File: src/uart_baud_defs.svh
// register map, field positions, reset values and timing counts of the uart
`ifndef UART_BAUD_DEFS_SVH
`define UART_BAUD_DEFS_SVH

`define ADDR_DATA        4'h0
`define ADDR_FORMAT      4'h1
`define ADDR_PRESCALE    4'h2
`define ADDR_DIVISOR     4'h3
`define ADDR_STATUS      4'h4
`define ADDR_INT_STATUS  4'h5
`define ADDR_INT_MASK    4'h6
`define ADDR_WAKE_EN     4'h7
`define ADDR_WAKE_EDGE   4'h8

`define FMT_CHARL_LO     0
`define FMT_CHARL_HI     1
`define FMT_STOP2        2
`define FMT_PAR_EN       3
`define FMT_PAR_ODD      4
`define FMT_SYNC         5
`define FMT_XBIT9        6

`define ST_TRANSMIT_BUFFER_EMPTY_FLAG          0
`define ST_RBFL          1
`define ST_PERR          2
`define ST_FERR          3
`define ST_OVR           4
`define ST_RBIT9         5

`define INT_TX           0
`define INT_RX           1
`define INT_ERR          2
`define INT_WAKE         3

`define WAKE_RX_BIT      3

`define FORMAT_RST       8'h01
`define PRESCALE_RST     5'h01
`define DIVISOR_RST      8'h00

`define OVS_ASYNC        5'h10
`define OVS_SYNC         5'h02

`define CLK_PERIOD_NS    8
`define INSTR_CYCLE_NS   1000
`define WAKE_HOLD_TC     256
`define WAKE_HOLD_CYCLES \
    ((`WAKE_HOLD_TC * `INSTR_CYCLE_NS + `CLK_PERIOD_NS - 1) / `CLK_PERIOD_NS)

`endif

File: src/uart_baud_pkg.sv
// state types of the uart
package uart_baud_pkg;
    typedef enum logic [1:0] {
        RX_IDLE  = 2'b00,
        RX_START = 2'b01,
        RX_DATA  = 2'b10,
        RX_STOP  = 2'b11
    } rx_state_t;

    typedef enum logic {
        TX_IDLE  = 1'b0,
        TX_SHIFT = 1'b1
    } tx_state_t;

    typedef enum logic [1:0] {
        PWR_RUN   = 2'b00,
        PWR_SLEEP = 2'b01,
        PWR_HOLD  = 2'b10
    } power_state_t;
endpackage : uart_baud_pkg

File: src/baud_tick_gen.sv
// fractional half-step prescaler followed by the baud divisor
`timescale 1ns/10ps
module baud_tick_gen (
    input  wire logic       clk,
    input  wire logic       rst,
    input  wire logic [4:0] prescale_sel,
    input  wire logic [7:0] divisor,
    output logic            tick
);
    logic [5:0] acc;
    logic       pre_tick;
    logic [7:0] div_cnt;
    logic [6:0] sum;
    logic [6:0] limit;

    // factor is (code+1)/2: add two per clock, wrap at code+1
    assign sum   = {1'b0, acc} + 7'h02;
    assign limit = {2'b00, prescale_sel} + 7'h01;

    always_ff @(posedge clk) begin
        if (rst || prescale_sel == 5'h00) begin
            acc      <= 6'h00;
            pre_tick <= 1'b0;
        end else if (sum >= limit) begin
            acc      <= 6'(sum - limit);
            pre_tick <= 1'b1;
        end else begin
            acc      <= sum[5:0];
            pre_tick <= 1'b0;
        end
    end

    // divides by the programmed value plus one
    always_ff @(posedge clk) begin
        if (rst) begin
            div_cnt <= 8'h00;
            tick    <= 1'b0;
        end else if (pre_tick) begin
            if (div_cnt >= divisor) begin
                div_cnt <= 8'h00;
                tick    <= 1'b1;
            end else begin
                div_cnt <= div_cnt + 8'h01;
                tick    <= 1'b0;
            end
        end else begin
            tick <= 1'b0;
        end
    end
endmodule : baud_tick_gen

File: src/uart_baud_lowpower_loopback.sv
// uart with baud generation, low-power reinit, start-bit wake and loopback
//
// Added by the designer: the register addresses and the address-and-strobe port.
`timescale 1ns/10ps
`include "uart_baud_defs.svh"
module uart_baud_lowpower_loopback #(
    parameter int WAKE_HOLD_CYCLES = `WAKE_HOLD_CYCLES
) (
    input  wire logic       SYS_CLK,
    input  wire logic       SYS_RST,
    input  wire logic [3:0] REG_ADDR,
    input  wire logic [7:0] REG_WDATA,
    input  wire logic       REG_WE,
    input  wire logic       REG_RE,
    output logic      [7:0] REG_RDATA,
    input  wire logic       SERIAL_RECEIVE_PIN,
    output logic            SERIAL_TRANSMIT_PIN,
    input  wire logic       LOWPOWER_ENTER,
    input  wire logic       LOWPOWER_HALT,
    input  wire logic       CRYSTAL_OSC,
    output logic            WAKE_UP,
    output logic            CODE_RUN,
    output logic            IRQ
);
    logic [7:0]  serial_format_control;
    logic [4:0]  prescale_sel;
    logic [7:0]  divisor;
    logic [3:0]  int_mask;
    logic [7:0]  wake_enable_register;
    logic [7:0]  wake_edge_register;
    logic [7:0]  transmit_holding_buffer;
    logic [11:0] transmit_shift_register;
    logic [7:0]  receive_holding_buffer;
    logic [9:0]  receive_shift_register;
    logic        transmit_buffer_empty_flag;
    logic        rbfl;
    logic        perr;
    logic        ferr;
    logic        ovr;
    logic        rbit9;
    logic [3:0]  int_status;
    logic        sample_tick;
    logic        rx_sync1;
    logic        rx_sync2;
    logic        rx_prev;
    logic        rx_in;
    uart_baud_pkg::tx_state_t    tx_state;
    uart_baud_pkg::rx_state_t    rx_state;
    uart_baud_pkg::power_state_t pwr_state;
    logic [4:0]  tx_phase;
    logic [3:0]  tx_left;
    logic [4:0]  rx_phase;
    logic [3:0]  rx_cnt;
    logic [15:0] hold_cnt;
    logic        hold_halt;
    logic        loopback;
    logic        par_en;
    logic [3:0]  dbits;
    logic [3:0]  nbits;
    logic [4:0]  ovs;
    logic [4:0]  half;
    logic        tx_bit_tick;
    logic        tx_load;
    logic        rx_deliver;
    logic [8:0]  data_mask;
    logic [11:0] next_frame;
    logic [3:0]  next_len;
    logic [9:0]  rx_word;
    logic        rx_par_bad;
    logic        wake_edge;
    logic        wr_data;
    logic        rd_data;
    logic        rd_status;
    logic        rd_int;
    logic [3:0]  events;

    baud_tick_gen u_baud (
        .clk          (SYS_CLK),
        .rst          (SYS_RST),
        .prescale_sel (prescale_sel),
        .divisor      (divisor),
        .tick         (sample_tick)
    );

    assign loopback = serial_format_control[`FMT_CHARL_LO]
                    & serial_format_control[`FMT_CHARL_HI];
    assign par_en   = serial_format_control[`FMT_PAR_EN] & ~loopback;
    assign ovs      = serial_format_control[`FMT_SYNC] ? `OVS_SYNC
                                                        : `OVS_ASYNC;
    assign half     = ovs >> 1;
    assign nbits    = dbits + {3'b000, par_en};
    assign wr_data  = REG_WE && REG_ADDR == `ADDR_DATA;
    assign rd_data  = REG_RE && REG_ADDR == `ADDR_DATA;
    assign rd_status = REG_RE && REG_ADDR == `ADDR_STATUS;
    assign rd_int   = REG_RE && REG_ADDR == `ADDR_INT_STATUS;
    assign tx_bit_tick = sample_tick && tx_phase == ovs - 5'h01;
    assign tx_load  = tx_state == uart_baud_pkg::TX_IDLE
                    && !transmit_buffer_empty_flag && !LOWPOWER_ENTER;
    assign SERIAL_TRANSMIT_PIN = transmit_shift_register[0];

    // character length 7, 8 or 9; the loopback code forces nine
    always_comb begin
        case (serial_format_control[1:0])
            2'b00:   dbits = 4'h7;
            2'b01:   dbits = 4'h8;
            default: dbits = 4'h9;
        endcase
    end

    // frame: start, data lsb first, optional parity, stop bits, idle ones
    always_comb begin
        next_frame = 12'hFFF;
        data_mask  = 9'h000;
        for (int i = 0; i < 9; i++) begin
            if (4'(i) < dbits) begin
                data_mask[i]      = 1'b1;
                next_frame[1 + i] = (i == 8)
                    ? serial_format_control[`FMT_XBIT9]
                    : transmit_holding_buffer[i];
            end
        end
        next_frame[0] = 1'b0;
        if (par_en) begin
            next_frame[4'h1 + dbits] =
                ^({serial_format_control[`FMT_XBIT9],
                   transmit_holding_buffer} & data_mask)
                ^ serial_format_control[`FMT_PAR_ODD];
        end
        next_len = 4'h2 + nbits
                 + {3'b000, serial_format_control[`FMT_STOP2]};
    end

    // received bits sit at the top of the shifter; align them to bit 0
    always_comb begin
        rx_word    = receive_shift_register >> (4'hA - nbits);
        rx_par_bad = par_en && ((^(rx_word[8:0] & data_mask))
                   ^ serial_format_control[`FMT_PAR_ODD]
                   ^ rx_word[dbits]) == 1'b1;
    end

    // control registers; low-power entry leaves them untouched
    always_ff @(posedge SYS_CLK) begin
        if (SYS_RST) begin
            serial_format_control <= `FORMAT_RST;
            prescale_sel          <= `PRESCALE_RST;
            divisor               <= `DIVISOR_RST;
            int_mask              <= 4'h0;
            wake_enable_register  <= 8'h00;
            wake_edge_register    <= 8'h00;
        end else if (REG_WE) begin
            case (REG_ADDR)
                `ADDR_FORMAT:    serial_format_control <= REG_WDATA;
                `ADDR_PRESCALE:  prescale_sel <= REG_WDATA[4:0];
                `ADDR_DIVISOR:   divisor <= REG_WDATA;
                `ADDR_INT_MASK:  int_mask <= REG_WDATA[3:0];
                `ADDR_WAKE_EN:   wake_enable_register <= REG_WDATA;
                `ADDR_WAKE_EDGE: wake_edge_register <= REG_WDATA;
                default: ;
            endcase
        end
    end

    // transmit holding buffer survives low-power entry
    always_ff @(posedge SYS_CLK) begin
        if (SYS_RST) begin
            transmit_holding_buffer <= 8'h00;
        end else if (wr_data) begin
            transmit_holding_buffer <= REG_WDATA;
        end
    end

    always_ff @(posedge SYS_CLK) begin
        if (SYS_RST || LOWPOWER_ENTER) begin
            transmit_buffer_empty_flag <= 1'b1;
        end else if (wr_data) begin
            transmit_buffer_empty_flag <= 1'b0;
        end else if (tx_load) begin
            transmit_buffer_empty_flag <= 1'b1;
        end
    end

    // transmitter: one shift per bit time, ones fill in behind
    always_ff @(posedge SYS_CLK) begin
        if (SYS_RST || LOWPOWER_ENTER) begin
            tx_state                <= uart_baud_pkg::TX_IDLE;
            transmit_shift_register <= 12'hFFF;
            tx_phase                <= 5'h00;
            tx_left                 <= 4'h0;
        end else begin
            case (tx_state)
                uart_baud_pkg::TX_IDLE: begin
                    if (tx_load) begin
                        transmit_shift_register <= next_frame;
                        tx_left                 <= next_len;
                        tx_phase                <= 5'h00;
                        tx_state                <= uart_baud_pkg::TX_SHIFT;
                    end
                end
                uart_baud_pkg::TX_SHIFT: begin
                    if (sample_tick) begin
                        tx_phase <= tx_bit_tick ? 5'h00 : tx_phase + 5'h01;
                    end
                    if (tx_bit_tick) begin
                        transmit_shift_register <=
                            {1'b1, transmit_shift_register[11:1]};
                        tx_left <= tx_left - 4'h1;
                        if (tx_left == 4'h1) begin
                            tx_state <= uart_baud_pkg::TX_IDLE;
                        end
                    end
                end
                default: tx_state <= uart_baud_pkg::TX_IDLE;
            endcase
        end
    end

    // receive pin synchroniser and edge history
    always_ff @(posedge SYS_CLK) begin
        if (SYS_RST) begin
            rx_sync1 <= 1'b1;
            rx_sync2 <= 1'b1;
            rx_prev  <= 1'b1;
        end else begin
            rx_sync1 <= SERIAL_RECEIVE_PIN;
            rx_sync2 <= rx_sync1;
            rx_prev  <= rx_sync2;
        end
    end

    assign rx_in = loopback ? transmit_shift_register[0] : rx_sync2;

    // receiver: find start, check it mid-bit, then sample each bit centre
    always_ff @(posedge SYS_CLK) begin
        if (SYS_RST || LOWPOWER_ENTER) begin
            rx_state <= uart_baud_pkg::RX_IDLE;
            rx_phase <= 5'h00;
            rx_cnt   <= 4'h0;
        end else begin
            case (rx_state)
                uart_baud_pkg::RX_IDLE: begin
                    rx_phase <= 5'h00;
                    if (!rx_in) begin
                        rx_state <= uart_baud_pkg::RX_START;
                    end
                end
                uart_baud_pkg::RX_START: begin
                    if (sample_tick) begin
                        rx_phase <= rx_phase + 5'h01;
                        if (rx_phase >= half - 5'h01) begin
                            rx_phase <= 5'h00;
                            rx_cnt   <= 4'h0;
                            rx_state <= rx_in ? uart_baud_pkg::RX_IDLE
                                              : uart_baud_pkg::RX_DATA;
                        end
                    end
                end
                uart_baud_pkg::RX_DATA: begin
                    if (sample_tick) begin
                        rx_phase <= rx_phase + 5'h01;
                        if (rx_phase == ovs - 5'h01) begin
                            rx_phase <= 5'h00;
                            rx_cnt   <= rx_cnt + 4'h1;
                            if (rx_cnt == nbits - 4'h1) begin
                                rx_state <= uart_baud_pkg::RX_STOP;
                            end
                        end
                    end
                end
                uart_baud_pkg::RX_STOP: begin
                    if (sample_tick) begin
                        rx_phase <= rx_phase + 5'h01;
                        if (rx_phase == ovs - 5'h01) begin
                            rx_state <= uart_baud_pkg::RX_IDLE;
                        end
                    end
                end
                default: rx_state <= uart_baud_pkg::RX_IDLE;
            endcase
        end
    end

    assign rx_deliver = rx_state == uart_baud_pkg::RX_STOP && sample_tick
                     && rx_phase == ovs - 5'h01 && !LOWPOWER_ENTER;

    // receive shifter and holding buffer are kept over low-power entry
    always_ff @(posedge SYS_CLK) begin
        if (SYS_RST) begin
            receive_shift_register <= 10'h000;
            receive_holding_buffer <= 8'h00;
        end else begin
            if (rx_state == uart_baud_pkg::RX_DATA && sample_tick
                && rx_phase == ovs - 5'h01 && !LOWPOWER_ENTER) begin
                receive_shift_register <=
                    {rx_in, receive_shift_register[9:1]};
            end
            if (rx_deliver) begin
                receive_holding_buffer <= rx_word[7:0];
            end
        end
    end

    // read-only status; hardware set wins over the read clear
    always_ff @(posedge SYS_CLK) begin
        if (SYS_RST || LOWPOWER_ENTER) begin
            rbfl  <= 1'b0;
            perr  <= 1'b0;
            ferr  <= 1'b0;
            ovr   <= 1'b0;
            rbit9 <= 1'b0;
        end else begin
            rbfl <= rx_deliver | (rbfl & ~rd_data);
            perr <= (rx_deliver & rx_par_bad) | (perr & ~rd_status);
            ferr <= (rx_deliver & ~rx_in) | (ferr & ~rd_status);
            ovr  <= (rx_deliver & rbfl & ~rd_data) | (ovr & ~rd_status);
            if (rx_deliver) begin
                rbit9 <= dbits == 4'h9 && rx_word[8];
            end
        end
    end

    // low-power sequencing: sleep, start-bit wake, optional oscillator hold
    assign wake_edge = (wake_enable_register[`WAKE_RX_BIT]
                     & wake_edge_register[`WAKE_RX_BIT] & rx_prev & ~rx_sync2)
                     | (wake_enable_register[`WAKE_RX_BIT]
                     & ~wake_edge_register[`WAKE_RX_BIT]
                     & ~rx_prev & rx_sync2);

    always_ff @(posedge SYS_CLK) begin
        if (SYS_RST) begin
            pwr_state <= uart_baud_pkg::PWR_RUN;
            CODE_RUN  <= 1'b1;
            WAKE_UP   <= 1'b0;
            hold_cnt  <= 16'h0000;
            hold_halt <= 1'b0;
        end else begin
            WAKE_UP <= 1'b0;
            case (pwr_state)
                uart_baud_pkg::PWR_RUN: begin
                    if (LOWPOWER_ENTER) begin
                        hold_halt <= LOWPOWER_HALT & CRYSTAL_OSC;
                        CODE_RUN  <= 1'b0;
                        pwr_state <= uart_baud_pkg::PWR_SLEEP;
                    end
                end
                uart_baud_pkg::PWR_SLEEP: begin
                    if (wake_edge) begin
                        WAKE_UP  <= 1'b1;
                        hold_cnt <= 16'h0000;
                        if (hold_halt) begin
                            pwr_state <= uart_baud_pkg::PWR_HOLD;
                        end else begin
                            CODE_RUN  <= 1'b1;
                            pwr_state <= uart_baud_pkg::PWR_RUN;
                        end
                    end
                end
                uart_baud_pkg::PWR_HOLD: begin
                    hold_cnt <= hold_cnt + 16'h0001;
                    if (hold_cnt == 16'(WAKE_HOLD_CYCLES - 1)) begin
                        CODE_RUN  <= 1'b1;
                        pwr_state <= uart_baud_pkg::PWR_RUN;
                    end
                end
                default: begin
                    CODE_RUN  <= 1'b1;
                    pwr_state <= uart_baud_pkg::PWR_RUN;
                end
            endcase
        end
    end

    // sticky interrupt causes, cleared by reading them
    assign events = {WAKE_UP, rx_deliver & (rx_par_bad | ~rx_in | rbfl),
                     rx_deliver, tx_load};

    always_ff @(posedge SYS_CLK) begin
        if (SYS_RST || LOWPOWER_ENTER) begin
            int_status <= 4'h0;
        end else begin
            int_status <= events | (int_status & {4{~rd_int}});
        end
    end

    always_ff @(posedge SYS_CLK) begin
        if (SYS_RST) begin
            IRQ <= 1'b0;
        end else begin
            IRQ <= |(int_status & int_mask);
        end
    end

    // read data stand only in the cycle after the read strobe
    always_ff @(posedge SYS_CLK) begin
        if (SYS_RST || !REG_RE) begin
            REG_RDATA <= 8'h00;
        end else begin
            case (REG_ADDR)
                `ADDR_DATA:       REG_RDATA <= receive_holding_buffer;
                `ADDR_FORMAT:     REG_RDATA <= serial_format_control;
                `ADDR_PRESCALE:   REG_RDATA <= {3'b000, prescale_sel};
                `ADDR_DIVISOR:    REG_RDATA <= divisor;
                `ADDR_STATUS:     REG_RDATA <= {2'b00, rbit9, ovr, ferr, perr,
                                        rbfl, transmit_buffer_empty_flag};
                `ADDR_INT_STATUS: REG_RDATA <= {4'h0, int_status};
                `ADDR_INT_MASK:   REG_RDATA <= {4'h0, int_mask};
                `ADDR_WAKE_EN:    REG_RDATA <= wake_enable_register;
                `ADDR_WAKE_EDGE:  REG_RDATA <= wake_edge_register;
                default:          REG_RDATA <= 8'h00;
            endcase
        end
    end
endmodule : uart_baud_lowpower_loopback

File: config.mk
export PLATFORM = sky130hd
export DESIGN_NAME = uart_baud_lowpower_loopback
export DESIGN_NICKNAME = d
export VERILOG_FILES = /design/src/uart_baud_pkg.sv /design/src/baud_tick_gen.sv /design/src/uart_baud_lowpower_loopback.sv
export VERILOG_INCLUDE_DIRS = /design/src /design/src/src
export SDC_FILE = /design/constraint.sdc
export NUM_CORES = 1
export LEC_CHECK = 0
export BUFFER_PORTS_ARGS = -buffer_cell sky130_fd_sc_hd__buf_4
export CORE_ASPECT_RATIO = 1.4
export CORE_UTILIZATION = 30
export CTS_CLUSTER_DIAMETER = 120
export DETAILED_ROUTE_END_ITERATION = 6
export PLACE_DENSITY = 0.49
export REMOVE_ABC_BUFFERS = 1
export SLEW_MARGIN = 15
export SYNTH_ARGS = -nofsm -noshare
export SYNTH_HDL_FRONTEND = slang
export SYNTH_SLANG_ARGS = --single-unit
export TNS_END_PERCENT = 30
File: constraint.sdc
create_clock -name SYS_CLK -period 4.5 [get_ports SYS_CLK]
set_input_delay 0.675 -clock SYS_CLK [delete_from_list [all_inputs] [get_ports SYS_CLK]]
set_output_delay 0.675 -clock SYS_CLK [all_outputs]
set_load 0.01 [all_outputs]
==> results.sh <==
export IMPL_status="finished, final reports clean"
export IMPL_cts_htree_levels=4
export IMPL_cts_buffers=17
export IMPL_period_needed_ns=4.09
export IMPL_seq_area_frac_synth=0.374
export IMPL_drive_above_1_share=0.0973
export IMPL_cp_cell_sequence="and2_1 -> ha_1 -> ha_1 -> inv_1 -> ha_1 -> xor2_1 -> nor3_1 -> a22oi_1 -> o21ai_0 -> xnor2_1 -> o21ai_0 -> xnor3_1 -> mux2i_1 -> o21ai_1"
export IMPL_port_buffers=31
export IMPL_arrival_ns=4.40
export IMPL_drt_wl_total_um=23400
export IMPL_start_kind="flop"
export IMPL_finalCritPeriodShare=0.910
export IMPL_totalPowerFinal_mw=3.42
export IMPL_die_height_um=201
export IMPL_place_congestion=0.865
export IMPL_power_density_nw_per_um2=356
export IMPL_grt_first_pass_wirelength_um=37500
export IMPL_dr_pass1_iters=6
export IMPL_overflow=0
export IMPL_worst_slack_ns=0.407
export IMPL_timing_critical_path_mode_cell="ha_1"
export IMPL_n_antenna_cell=0
export IMPL_final_antenna_net_count=0
export IMPL_cts_tree="yes"
export IMPL_peakVddDrop_mv=0.225
export IMPL_dieArea_sq_um=29100
export IMPL_ys_seq_elements=159
export IMPL_slew_headroom=0.312
export IMPL_std_cell_rows=72
export IMPL_vias=7348
export IMPL_cts_clk_slew_worst_paths_ns=0.06
export IMPL_path_class="reg -> reg"
export IMPL_fin_setup_tns_ns=0
export IMPL_cts_setup_buffers=0
export IMPL_synth_edf_count=0
export IMPL_via_per_inst=5.11
export IMPL_finalHoldViolCount=0
export IMPL_busiest_layer="met2"
export IMPL_max_freq_mhz=244
export IMPL_rsz0062_at_grt="false"
export IMPL_initial_core_util=0.307
export IMPL_worst_path_buf_inv=1
export IMPL_cts_resized=0
export IMPL_ys_top_cells_by_count="159 x dfxtp_1, 134 x nand2_1, 107 x nor2_1, 102 x a21oi_1, 76 x nand3_1"
export IMPL_postSynthCellCount=1054
export IMPL_avgRoutedWirePerCell_um=16.2
export IMPL_ys_flop_type="dfxtp_1"
export IMPL_finalSetupViolCount=0
export IMPL_place_ws_ns=0.235
export IMPL_tightest_slew_ns=1.03
export IMPL_finClkSkew_ns=0.0123
export IMPL_critical_path_slowest_cell="dfxtp_1"
export IMPL_use_met1=0.200
export IMPL_ios=32
export IMPL_syn2layout_area_growth_pct=13.0
export IMPL_postSynth_asyncResetShare=0
export IMPL_grt_antenna_before_repair=0
export IMPL_p_leak_nw=3.44
export IMPL_fin_area_sq_um=9610
export IMPL_yosys_area_top_type_share=0.374
export IMPL_numClockSinks=159
export IMPL_grt_use_total=0.166
export IMPL_critPathTopFamily="XOR/XNOR gates"
export IMPL_design_core_area_sq_um=27700
export IMPL_use_met3=0.0283
export IMPL_min_path_type="reg -> reg"
export IMPL_grt_use_met2=0.283
export IMPL_clockBufferDepth=2
export IMPL_avgSynthCellArea_sq_um=8.07
export IMPL_clk_root_buffer_cell="clkbuf_16"
export IMPL_worst_ep_required_time_ns=4.80
export IMPL_rrSetupSlack_ns=0.41
export IMPL_dieWidth_um=144
export IMPL_drtIter0Drc=371
export IMPL_max_cap_viol_count=0
export IMPL_worstSetupEndpointType="flop"
export IMPL_yosys_top_cells_area="dfxtp_1 37%, a21oi_1 6.0%, nand2_1 5.9%"
export IMPL_synth_area_leader_cell="dfxtp_1"
export IMPL_ys_warnings_count=0
export IMPL_synth_most_common_cell="dfxtp_1"
export IMPL_cp_max_fo=14
export IMPL_grt_max_degree=46
export IMPL_fillers=3018
export IMPL_fin_hold_ws_ns=0.414
export IMPL_num_nets_final=1112
export IMPL_drc=0
export IMPL_slew_violations=0
export IMPL_hold_buffers=0
export IMPL_clkLatencyLatePin_ns=0.43
export IMPL_post_dp_cell_area_sq_um=9030
export IMPL_grt_pass1_vias=6955
export IMPL_dpl_hpwl_um=16900
export IMPL_synth_area_sq_um=8510
export IMPL_critPathMaxStageDelay_ns=0.67
export IMPL_synth_distinct_cells=65
[area by class of cell]
class | instances | area (sq um) | area share
multi-input combinational | 809 | 4980 | 0.519
sequential | 159 | 3190 | 0.331
tap | 370 | 463 | 0.0482
clock buffer | 18 | 439 | 0.0457
timing repair buffer | 40 | 300 | 0.0312
clock inverter | 14 | 131 | 0.0137
inverter | 29 | 109 | 0.0113
[routing by layer]
layer	wire length, um	part of all wire
met3	747	0.032
met4	787	0.034
met5	0	0
met1	10400	0.44
met2	11400	0.49
[per-stage QoR]
stage               utilization  cells
finish                    0.346   1439
detailed placement        0.326   1407
global placement          0.326   1407
floorplan                     -    997
CTS                       0.346   1439
global route              0.346   1439
[layout by cell type, fill, tap and decap left out, types with 7 or more instances in the layout]
master,instances
o211ai_1,16
nor3_1,22
mux2i_1,44
nor2b_1,16
nand2_1,134
or2_2,11
a31oi_1,9
a21oi_1,102
a211oi_1,7
buf_4,40
o21ai_0,38
mux2_2,11
a22oi_1,11
dfxtp_1,157
nor2_1,107
xor2_1,17
nand3_1,76
nand2b_1,13
clkbuf_16,17
ha_1,34
and3_1,12
and2_1,7
nand4_1,10
or3_1,7
xnor2_1,29
inv_1,28
[worst reg2reg max path, cell delays in order, from the launching register on]
cell and delay (ns):
dfxtp_1 0.67, and2_1 0.31, ha_1 0.23, ha_1 0.37, inv_1 0.19, ha_1 0.25, xor2_1 0.27, nor3_1 0.10
a22oi_1 0.27, o21ai_0 0.16, xnor2_1 0.15, o21ai_0 0.16, xnor3_1 0.44, mux2i_1 0.31, o21ai_1 0.11
[power breakdown]
part	switching, mW	total, mW	internal (mW)
combinational	0.288	0.498	0.210
sequential	0.0491	1.49	1.44
clock	0.646	1.43	0.786
total	0.983	3.42	2.44
[logic make-up (layout without fill, tap and decap cells)]
kind of cell / count (synthesis) / in the layout / share of synthesized area
simple gates: 438 / 438 / 0.243
fa+ha+maj: 36 / 36 / 0.0547
flops: 159 / 159 / 0.374
compound gates: 231 / 231 / 0.166
buf+inv: 86 / 101 / 0.0410
xor+xnor: 49 / 49 / 0.0543
mux: 55 / 55 / 0.0663
[sequential cells by signal (all words and copies together), names as in the netlist, 2 cells and up, named ones only]
signal and flops:
hold_cnt 16, transmit_shift_register 12, receive_shift_register 10, REG_RDATA 8, divisor 8, receive_holding_buffer 8, serial_format_control 8, transmit_holding_buffer 8
u_baud.div_cnt 8, wake_edge_register 8, wake_enable_register 8, u_baud.acc 6, prescale_sel 5, rx_phase 5, tx_phase 5, int_mask 4
int_status 4, rx_cnt 4, tx_left 4, pwr_state 2
[path summary, 6_finish.rpt]
kind | start | end | depth (start not counted)
min reg2reg | rx_sync1 | rx_sync2 | 1
max reg2reg | serial_format_control[3] | int_status[2] | 14
max | serial_format_control[3] | int_status[2] | 14
min | rx_sync1 | rx_sync2 | 1
(Power assumes the default switching activity.)
